## src/spr_pkg.sv

```systemverilog
// Package with constants and opcodes for the sector guard map command block.
// Assumes a single ref_clk domain at 250 MHz; serial pins arrive asynchronously.
package spr_pkg;

    localparam int          REF_CLK_MHZ        = 250;
    localparam int          MAP_BYTES          = 8;
    localparam int          XFER_BYTES         = 4;
    localparam int          PTR_W              = 3;
    localparam logic [7:0]  OP_PREFIX_0        = 8'h3d;
    localparam logic [7:0]  OP_PREFIX_1        = 8'h2a;
    localparam logic [7:0]  OP_PREFIX_2        = 8'h7f;
    localparam logic [7:0]  OP_ERASE_3         = 8'hcf;
    localparam logic [7:0]  OP_PROGRAM_3       = 8'hfc;
    localparam logic [7:0]  OP_READ            = 8'h32;
    localparam logic [7:0]  BYTE_ERASED        = 8'hff;
    localparam logic [7:0]  BYTE_SHIPPED       = 8'h00;
    localparam logic [7:0]  S0A_MASK           = 8'hc0;
    localparam logic [7:0]  S0B_MASK           = 8'h30;
    localparam logic [63:0] GUARD_MAP_RESET    = 64'h0;
    localparam int          READ_DUMMY_BYTES   = 3;
    localparam int          HDR_BYTES          = 4;
    localparam int          ERASE_TIME_US      = 4000;
    localparam int          PROGRAM_TIME_US    = 4000;
    localparam int          ERASE_CYCLES       = ERASE_TIME_US * REF_CLK_MHZ;
    localparam int          PROGRAM_CYCLES     = PROGRAM_TIME_US * REF_CLK_MHZ;

endpackage : spr_pkg

```

## src/spr_byte_if.sv

```systemverilog
// Interface carrying received bytes and outgoing bits between the shifter and the core.
// Assumes both ends run on ref_clk.
`timescale 1ns/1ns
interface spr_byte_if;
    logic       sel;
    logic       byte_valid;
    logic [7:0] byte_data;
    logic       fall_edge;
    logic       tx_load;
    logic [7:0] tx_byte;
    logic       so_bit;

    modport shifter (output sel, output byte_valid, output byte_data, output fall_edge,
                     input tx_load, input tx_byte, output so_bit);
    modport core (input sel, input byte_valid, input byte_data, input fall_edge,
                  output tx_load, output tx_byte, input so_bit);
endinterface : spr_byte_if

```

## src/spr_shifter.sv

```systemverilog
// Serial shifter: synchronises pins, assembles bytes on rising clock edges, shifts on falling.
// Assumes mode 0 or 3 serial framing, msb first, pin clock much slower than ref_clk.
`timescale 1ns/1ns
module spr_shifter (
    input  wire logic ref_clk,
    input  wire logic srst,
    input  wire logic cs_n_pin,
    input  wire logic sck_pin,
    input  wire logic si_pin,
    spr_byte_if.shifter bus
);
    typedef struct packed {
        logic [1:0] cs_s;
        logic [1:0] ck_s;
        logic [1:0] si_s;
        logic       ck_d;
        logic [2:0] bit_cnt;
        logic [7:0] rx;
        logic [7:0] tx;
        logic       valid;
        logic       fall;
        logic       fresh;
    } spr_shift_t;

    spr_shift_t st, next_st;

    always_comb begin
        next_st = st;
        next_st.cs_s = {st.cs_s[0], cs_n_pin};
        next_st.ck_s = {st.ck_s[0], sck_pin};
        next_st.si_s = {st.si_s[0], si_pin};
        next_st.ck_d = st.ck_s[1];
        next_st.valid = 1'b0;
        next_st.fall = 1'b0;
        if (st.cs_s[1]) begin
            next_st.bit_cnt = 3'h0;
        end else begin
            if (st.ck_s[1] && !st.ck_d) begin
                next_st.rx = {st.rx[6:0], st.si_s[1]};
                next_st.bit_cnt = st.bit_cnt + 3'h1;
                if (st.bit_cnt == 3'h7) begin
                    next_st.valid = 1'b1;
                end
            end
            if (!st.ck_s[1] && st.ck_d) begin
                next_st.fall = 1'b1;
                if (st.fresh) begin
                    next_st.fresh = 1'b0;
                end else begin
                    next_st.tx = {st.tx[6:0], 1'b0};
                end
            end
        end
        // A fresh byte keeps its msb on the pin through the falling edge that follows it.
        if (bus.tx_load) begin
            next_st.tx = bus.tx_byte;
            next_st.fresh = 1'b1;
        end
    end

    always_ff @(posedge ref_clk) begin
        if (srst) begin
            st <= '{cs_s: 2'h3, ck_s: 2'h0, si_s: 2'h0, ck_d: 1'b0, bit_cnt: 3'h0,
                    rx: 8'h00, tx: 8'h00, valid: 1'b0, fall: 1'b0, fresh: 1'b0};
        end else begin
            st <= next_st;
        end
    end

    assign bus.sel        = !st.cs_s[1];
    assign bus.byte_valid = st.valid;
    assign bus.byte_data  = st.rx;
    assign bus.fall_edge  = st.fall;
    assign bus.so_bit     = st.tx[7];
endmodule : spr_shifter

```

## src/spr_guard_map.sv

```systemverilog
// Top of the guard map command block: decodes commands, times erase and program cycles,
// and exposes the map, busy and per-sector guard outputs. Pins are asynchronous.
`timescale 1ns/1ns
module spr_guard_map
    import spr_pkg::*;
#(
    parameter int ERASE_CNT   = spr_pkg::ERASE_CYCLES,
    parameter int PROGRAM_CNT = spr_pkg::PROGRAM_CYCLES
) (
    input  wire logic        ref_clk,
    input  wire logic        srst,
    input  wire logic        cs_n_pin,
    input  wire logic        sck_pin,
    input  wire logic        si_pin,
    input  wire logic        wp_n_pin,
    input  wire logic        protect_enable,
    output logic             so,
    output logic             so_oe,
    output logic             busy,
    output logic [63:0]      sector_guard_map,
    output logic [8:0]       sector_guarded,
    output logic             buffer_clobber
);
    import spr_pkg::*;

    initial begin
        if (ERASE_CNT < 1 || PROGRAM_CNT < 1 || ERASE_CNT > 32'h7fffffff) begin
            $error("spr_guard_map: cycle counts out of range.");
        end
    end

    ////////////////////////////////////////////////////////////////////////////////////////////

    typedef enum logic [5:0] {
        ST_IDLE  = 6'b000001,
        ST_HDR   = 6'b000010,
        ST_DATA  = 6'b000100,
        ST_READ  = 6'b001000,
        ST_SKIP  = 6'b010000,
        ST_WORK  = 6'b100000
    } spr_state_t;

    typedef enum logic [1:0] {
        CMD_NONE  = 2'h0,
        CMD_ERASE = 2'h1,
        CMD_PROG  = 2'h2
    } spr_cmd_t;

    typedef struct packed {
        spr_state_t  state;
        spr_cmd_t    cmd;
        logic [1:0]  wp_s;
        logic [2:0]  hdr_cnt;
        logic [2:0]  wr_ptr;
        logic [2:0]  rd_ptr;
        logic [2:0]  bit_cnt;
        logic [31:0] timer;
        logic [63:0] map;
        logic [63:0] stage;
        logic        oe;
        logic        load;
        logic [7:0]  tx;
        logic        clobber;
    } spr_core_t;

    spr_core_t st, next_st;
    spr_byte_if link ();

    spr_shifter u_shifter (
        .ref_clk  (ref_clk),
        .srst     (srst),
        .cs_n_pin (cs_n_pin),
        .sck_pin  (sck_pin),
        .si_pin   (si_pin),
        .bus      (link)
    );

    ////////////////////////////////////////////////////////////////////////////////////////////

    logic       wp_active;
    logic [7:0] map_byte;

    assign wp_active = !st.wp_s[1];
    assign map_byte  = st.map[{st.rd_ptr, 3'h0} +: 8];

    always_comb begin
        next_st = st;
        next_st.wp_s = {st.wp_s[0], wp_n_pin};
        next_st.load = 1'b0;
        next_st.clobber = 1'b0;
        unique case (st.state)
            ST_IDLE: begin
                next_st.oe = 1'b0;
                next_st.hdr_cnt = 3'h0;
                next_st.cmd = CMD_NONE;
                if (link.byte_valid) begin
                    next_st.hdr_cnt = 3'h1;
                    if (link.byte_data == OP_PREFIX_0) begin
                        next_st.state = ST_HDR;
                    end else if (link.byte_data == OP_READ) begin
                        next_st.state = ST_READ;
                        next_st.rd_ptr = 3'h0;
                    end else begin
                        next_st.state = ST_SKIP;
                    end
                end
            end
            ST_HDR: begin
                if (!link.sel) begin
                    next_st.state = ST_IDLE;
                    if (st.cmd == CMD_ERASE && !wp_active) begin
                        next_st.state = ST_WORK;
                        next_st.timer = ERASE_CNT[31:0];
                    end
                end else if (link.byte_valid) begin
                    next_st.hdr_cnt = st.hdr_cnt + 3'h1;
                    if (st.hdr_cnt == 3'h1 && link.byte_data != OP_PREFIX_1) begin
                        next_st.state = ST_SKIP;
                    end else if (st.hdr_cnt == 3'h2 && link.byte_data != OP_PREFIX_2) begin
                        next_st.state = ST_SKIP;
                    end else if (st.hdr_cnt == 3'h3) begin
                        if (link.byte_data == OP_ERASE_3) begin
                            next_st.cmd = CMD_ERASE;
                        end else if (link.byte_data == OP_PROGRAM_3) begin
                            next_st.cmd = CMD_PROG;
                            next_st.state = ST_DATA;
                            next_st.wr_ptr = 3'h0;
                            next_st.stage = st.map;
                        end else begin
                            next_st.state = ST_SKIP;
                        end
                    end else if (st.hdr_cnt == 3'h4) begin
                        next_st.cmd = CMD_NONE;
                        next_st.state = ST_SKIP;
                    end
                end
            end
            ST_DATA: begin
                if (!link.sel) begin
                    next_st.state = ST_IDLE;
                    next_st.clobber = 1'b1;
                    if (!wp_active) begin
                        next_st.state = ST_WORK;
                        next_st.timer = PROGRAM_CNT[31:0];
                    end
                end else if (link.byte_valid) begin
                    next_st.stage[{st.wr_ptr, 3'h0} +: 8] = link.byte_data;
                    if (st.wr_ptr == 3'(XFER_BYTES - 1)) begin
                        next_st.wr_ptr = 3'h0;
                    end else begin
                        next_st.wr_ptr = st.wr_ptr + 3'h1;
                    end
                end
            end
            ST_READ: begin
                if (!link.sel) begin
                    next_st.state = ST_IDLE;
                    next_st.oe = 1'b0;
                end else begin
                    if (link.byte_valid && st.hdr_cnt != 3'h7) begin
                        next_st.hdr_cnt = st.hdr_cnt + 3'h1;
                    end
                    if (link.byte_valid && st.hdr_cnt >= 3'(READ_DUMMY_BYTES)) begin
                        next_st.oe = 1'b1;
                        next_st.load = 1'b1;
                        next_st.tx = map_byte;
                        next_st.rd_ptr = st.rd_ptr + 3'h1;
                    end
                end
            end
            ST_SKIP: begin
                if (!link.sel) begin
                    next_st.state = ST_IDLE;
                end
            end
            ST_WORK: begin
                if (st.timer <= 32'h1) begin
                    next_st.state = ST_IDLE;
                    if (st.cmd == CMD_ERASE) begin
                        next_st.map = {MAP_BYTES{BYTE_ERASED}};
                    end else begin
                        next_st.map = st.stage;
                    end
                end else begin
                    next_st.timer = st.timer - 32'h1;
                end
            end
            default: begin
                next_st.state = ST_IDLE;
            end
        endcase
    end

    always_ff @(posedge ref_clk) begin
        if (srst) begin
            st <= '{state: ST_IDLE, cmd: CMD_NONE, wp_s: 2'h3, hdr_cnt: 3'h0, wr_ptr: 3'h0,
                    rd_ptr: 3'h0, bit_cnt: 3'h0, timer: 32'h0,
                    map: GUARD_MAP_RESET, stage: GUARD_MAP_RESET,
                    oe: 1'b0, load: 1'b0, tx: 8'h00, clobber: 1'b0};
        end else begin
            st <= next_st;
        end
    end

    ////////////////////////////////////////////////////////////////////////////////////////////

    assign link.tx_load = st.load;
    assign link.tx_byte = st.tx;

    assign so               = (st.oe && link.sel) ? link.so_bit : 1'b0;
    assign so_oe            = st.oe && link.sel;
    assign busy             = st.state == ST_WORK;
    assign sector_guard_map = st.map;
    assign buffer_clobber   = st.clobber;

    // Guard outputs: index 0 is subsector 0a, 1 is 0b, 2..8 are sectors 1..7.
    assign sector_guarded[0] = protect_enable && ((st.map[7:0] & S0A_MASK) == S0A_MASK);
    assign sector_guarded[1] = protect_enable && ((st.map[7:0] & S0B_MASK) == S0B_MASK);
    genvar g;
    generate
        for (g = 1; g < MAP_BYTES; g++) begin : g_guard
            assign sector_guarded[g + 1] = protect_enable
                                           && (st.map[g*8 +: 8] == BYTE_ERASED);
        end
    endgenerate
endmodule : spr_guard_map

```

## config.mk

```make
export PLATFORM = sky130hd
export DESIGN_NAME = spr_guard_map
export DESIGN_NICKNAME = d
export VERILOG_FILES = /design/src/spr_pkg.sv /design/src/spr_byte_if.sv /design/src/spr_shifter.sv /design/src/spr_guard_map.sv
export SDC_FILE = /design/constraint.sdc
export NUM_CORES = 1
export LEC_CHECK = 0
export BUFFER_PORTS_ARGS = -buffer_cell sky130_fd_sc_hd__clkbuf_2
export CORE_UTILIZATION = 54
export DETAILED_ROUTE_END_ITERATION = 8
export PLACE_DENSITY = 0.86
export RECOVER_POWER = 100
export SYNTH_ARGS = -nofsm -noshare
export SYNTH_HDL_FRONTEND = slang
export SYNTH_HIERARCHICAL = 1
export SYNTH_SLANG_ARGS = --single-unit
```

## constraint.sdc

```tcl
create_clock -name ref_clk -period 2.4 [get_ports ref_clk]
set_input_delay 0.48 -clock ref_clk [delete_from_list [all_inputs] [get_ports ref_clk]]
set_output_delay 0.48 -clock ref_clk [all_outputs]
set_load 0.01 [all_outputs]
```

==> impl_metrics.yaml, run 1 <==
hold_path:
  hp-start: "cs_n_pin"
  whs_endpoint: "u_shifter/next_st[28]"
  hold_path_depth: 2
  hold_path.class: "in2reg"
setup_path:
  critPathArrivalTime_ns: 2.84
  worst-endpoint-required_ns: 2.83
  slowest_delay_ns: 0.56
  slowest_stage: "or4_4"
  r2r_start: "st[165]"
  rr_worst_depth: 9
  r2r_slack_ns: -0.02
  path_buf_inv: 3
  cp_common_cell: "buf_12"
  regToRegEndpoint: "sector_guard_map[49]"
  crit_type: "reg2reg"
  cp_max_fo: 29
  end_kind: "flop"
  critPathLaunchType: "flop"
  cp_top_family: "simple AND/OR/NAND/NOR gates"
  crit_path_cell_trace: "or4_4 -> nor4_4 -> nand4_4 -> buf_12 -> nor2_4 -> buf_12 -> clkbuf_16 -> nor2_1 -> nor3_1"
sta:
  min_period_over_period: 1.01
  hold_viol_final: 0
  finClkSkew_ns: 0.0294
  fin_ws_ns: -0.0156
  relSlewSlack: 0.418
  period_needed_ns: 2.42
  finalSetupTns_ns: -0.0156
  fmax_mhz: 414
  worst_slew_pin_slew_ns: 0.864
  finalSetupViolations: 1
  worst_hold_slack_ns: 0.169
  rsz0062_at_grt: "true"
  slew_violations: 0
detailed_routing:
  wl_mm: 30.0
  ant_nets: 0
  drtIter0Drc: 1349
  firstDrtPassIters: 6
  drc: 0
  wire_per_inst_um: 20.3
  routed-via-count: 9714
  vias_per_cell: 6.58
global_route:
  grt_max_degree: 82
  grt-ovfl-total: 0
  track_usage: 0.284
  antenna_found_initial: 0
  grt_pass1_wl_mm: 46.4
  first_global_vias: 8889
synthesis:
  mappedNetlistArea_sq_mm: 0.0106
  yosysWarnings: 6
  synthCells: 1182
  synth_area_per_cell_sq_um: 8.95
  syn_nets: 1203
clock_network:
  cts_root_buffer: "clkbuf_16"
  cts_sinks: 218
  cts.path.max_buffers: 3
  h-tree-depth: 1
  clk_latency_ns: 0.53
  cts_tree: "done"
  path_clk_slew_ns: 0.07
  numCtsBuffers: 23
floorplan:
  dieArea_sq_mm: 0.0202
  core-area_sq_mm: 0.0190
  ios: 84
  fp.dieW_um: 142
  die_h_um: 142
  rows: 50
  initial_core_util: 0.558
run:
  maxCapViolCount: 0
placement:
  placed_cell_area_sq_mm: 0.0110
  dp_hpwl_mm: 18.5
  routabilityCongestion: 0.965
  io_buffers: 83
layout:
  area_growth_pct: 11.7
  design_area_sq_mm: 0.0118
  final_cell_mix: "dfxtp_1 (217), nor2_1 (130), a21oi_1 (96), nor3_1 (78)"
  fin_nets: 1222
  layout_commonest_cell: "dfxtp_1"
  drive_above_1_share: 0.192
  num-fill-cells: 1525
  antenna_cells: 0
pwr:
  leakage_nw: 4.06
  ir_drop_uv: 432
  p_total_mw: 7.74
  power-per-cell-area_mw_per_mm2: 655
run_status:
  violations: "setup timing"
  status: "complete, but fails checks"
-- repair_timing --
item,4_1_cts,5_1_grt
hold buffers,0,0
hold endpoints to repair,0,0
setup buffers,0,4
resized for setup,0,12
endpoints found under the setup margin,0,75
-- registers in the layout, indices dropped and copies added (netlist names) --
signal / count
link.tx_byte: 8
u_shifter/next_st: 4
sector_guard_map: 64
buffer_clobber: 1
next_st: 1
link.tx_load: 1
u_shifter/bus.so_bit: 1
u_shifter/bus.byte_data: 8
u_shifter/st: 14
u_shifter/bus.byte_valid: 1
st: 115
-- per-layer routing --
layer,part of all wire,wire length [um],GRT usage,vias up
li1,-,-,-,4351
met1,0.40,12100,0.393,4567
met2,0.44,13300,0.442,669
met3,0.11,3420,0.0518,127
met4,0.039,1160,0.106,0
met5,0,0,0,-
-- where the power goes --
part | total (mW) | internal [mW] | switching [mW]
clock | 3.65 | 2.19 | 1.46
combinational | 0.419 | 0.166 | 0.253
sequential | 3.67 | 3.64 | 0.0338
-- worst register-to-register path: stages, from the launching register on --
cell and delay [ns]:
dfxtp_1 0.34, or4_4 0.56, nor4_4 0.23, nand4_4 0.18, buf_12 0.21, nor2_4 0.18, buf_12 0.14, clkbuf_16 0.19
nor2_1 0.06, nor3_1 0.24
-- worst max path at each step --
| stage | from | end | cells past startpoint |
|---|---|---|---|
| after CTS | st[165] | sector_guard_map[46] | 8 |
| after global placement | st[165] | st[188] | 6 |
| final | st[165] | sector_guard_map[49] | 9 |
| after global routing | st[165] | sector_guard_map[49] | 9 |
| after floorplan | u_shifter/st[28] | st[33] | 9 |
| after detailed placement | st[165] | sector_guard_map[49] | 8 |
-- final cells by class --
cell class / instances / area, sq um / share of cell area
multi-input combinational: 785 / 5330 / 0.451
tap: 260 / 325 / 0.0275
clock buffer: 35 / 691 / 0.0584
inverter: 25 / 93.8 / 0.00794
clock inverter: 5 / 78.8 / 0.00667
timing repair buffer: 148 / 937 / 0.0793
sequential: 218 / 4370 / 0.369
-- metrics by stage --
step	util	worst slack, ns	instances
floorplan	-	-0.132	1182
global placement	0.579	0.105	1429
detailed placement	0.579	0.0366	1429
CTS	0.620	0.0299	1469
global route	0.623	-0.0579	1476
finish	0.623	-0.0156	1476
Note: power is estimated with default switching activity, not from simulation.
==> run 2: changes to the inputs <==
==> constraint.sdc (replaced) <==
create_clock -name ref_clk -period 2.4 [get_ports ref_clk]
set_input_delay 0.24 -clock ref_clk [delete_from_list [all_inputs] [get_ports ref_clk]]
set_output_delay 0.24 -clock ref_clk [all_outputs]
set_load 0.01 [all_outputs]
==> impl_metrics.yaml, run 2 (synthesis gave the netlist of run 1 again) <==
floorplan:
  dieArea_sq_mm: 0.0202
  die_h_um: 142
  rows: 50
  core-area_sq_mm: 0.0190
  initial_core_util: 0.558
  fp.dieW_um: 142
  ios: 84
layout:
  largest_reg_flops: 115
  final_cell_mix: "dfxtp_1 (217), nor2_1 (130), a21oi_1 (96), clkbuf_1 (82), nor3_1 (78)"
  regMostFlops: "st"
  finalNonFillerCells: 1480
  antenna_cells: 0
  area_growth_pct: 12.0
  design_area_sq_mm: 0.0119
  drive_above_1_share: 0.188
  num-fill-cells: 1521
  fin_nets: 1226
  layout_commonest_cell: "dfxtp_1"
sta:
  relSlewSlack: 0.433
  finalSetupTns_ns: -0.0226
  worst_slew_pin_slew_ns: 0.841
  worst_hold_slack_ns: 0.170
  slew_violations: 0
  hold_viol_final: 0
  period_needed_ns: 2.42
  rsz0062_at_grt: "true"
  fin_ws_ns: -0.0226
  min_period_over_period: 1.01
  finClkSkew_ns: 0.0370
  fmax_mhz: 413
  finalSetupViolations: 1
setup_path:
  worst-endpoint-required_ns: 2.83
  critPathArrivalTime_ns: 2.85
  crit_type: "reg2reg"
  rr_worst_depth: 9
  critPathLaunchType: "flop"
  end_kind: "flop"
  cp_max_fo: 29
pwr:
  power-per-cell-area_mw_per_mm2: 654
  leakage_nw: 4.06
  ir_drop_uv: 436
  p_total_mw: 7.75
detailed_routing:
  ant_nets: 0
  drc: 0
  vias_per_cell: 6.56
  wl_mm: 29.9
  firstDrtPassIters: 6
  wl_met2_mm: 13.3
  wl_met1_mm: 11.9
  met3WireLength_mm: 3.47
  drtIter0Drc: 1446
  top_layer: "met4"
  routed-via-count: 9712
  wire_per_inst_um: 20.2
placement:
  dp_hpwl_mm: 18.5
  routabilityCongestion: 0.965
  placed_cell_area_sq_mm: 0.0110
  io_buffers: 83
  dpl.cell_count: 1429
clock_network:
  path_clk_slew_ns: 0.07
  numCtsBuffers: 23
  cts_sinks: 218
  h-tree-depth: 1
  cts_root_buffer: "clkbuf_16"
  cts.path.max_buffers: 3
  cts_tree: "done"
  clk_latency_ns: 0.53
global_route:
  grt_pass1_wl_mm: 46.4
  grt-ovfl-total: 0
  track_usage: 0.284
  grt_max_degree: 82
  antenna_found_initial: 0
  first_global_vias: 8900
run_status:
  violations: "setup timing"
  status: "complete, but fails checks"
run:
  maxCapViolCount: 0
hold_path:
  hold_path.class: "in2reg"
  hold_path_depth: 2
==> run 2: worst paths after layout <==
path | from | to | slack, ns
setup / recovery | st[165] | sector_guard_map[49] | -0.02
hold / removal | srst | u_shifter/next_st[26] | 0.17
setup reg to reg | st[165] | sector_guard_map[49] | -0.02
hold reg to reg | next_st[184] | st[184] | 0.41
==> run 2: worst max-delay path, cell delays in order, from the launching register on <==
cell and delay [ns]:
dfxtp_1 0.34, or4_4 0.56, nor4_4 0.23, nand4_4 0.18
buf_12 0.21, nor2_4 0.17, buf_12 0.14, clkbuf_16 0.19
nor2_1 0.06, nor3_1 0.24
==> run 2: metal layers <==
layer,track usage,up-vias
met1,0.393,4553
met5,0,-
met2,0.443,665
met3,0.0518,133
met4,0.106,0
li1,-,4361
==> run 2: through the flow <==
step	utilization	worst slack, ns
final	0.625	-0.0226
after global placement	0.579	0.105
after floorplan	-	-0.132
after global routing	0.625	-0.0579
after detailed placement	0.579	0.0366
after CTS	0.622	0.0299
==> run 2: repair_timing <==
item | CTS | global route
hold buffers | 4 | 0
gates resized for setup | 0 | 12
buffers inserted | 0 | 4
setup endpoints to repair | 0 | 74
hold endpoints to repair | 4 | 0
==> run 2: final cells by class <==
| class | count | area (sq um) | area share |
|---|---|---|---|
| clock buffers | 35 | 691 | 0.0583 |
| clock inverters | 5 | 78.8 | 0.00665 |
| inverters | 25 | 93.8 | 0.00792 |
| multi-input cells | 785 | 5330 | 0.449 |
| flip-flops and latches | 218 | 4370 | 0.368 |
| well taps | 260 | 325 | 0.0275 |
| repair buffers | 152 | 971 | 0.0819 |
==> run 2: where the power goes <==
part           internal [mW]  switching, mW  leakage, nW
Sequential              3.64         0.0325         1.76
Clock                   2.19           1.46        0.380
Combinational          0.171          0.254         1.92
Total                   6.00           1.75         4.06
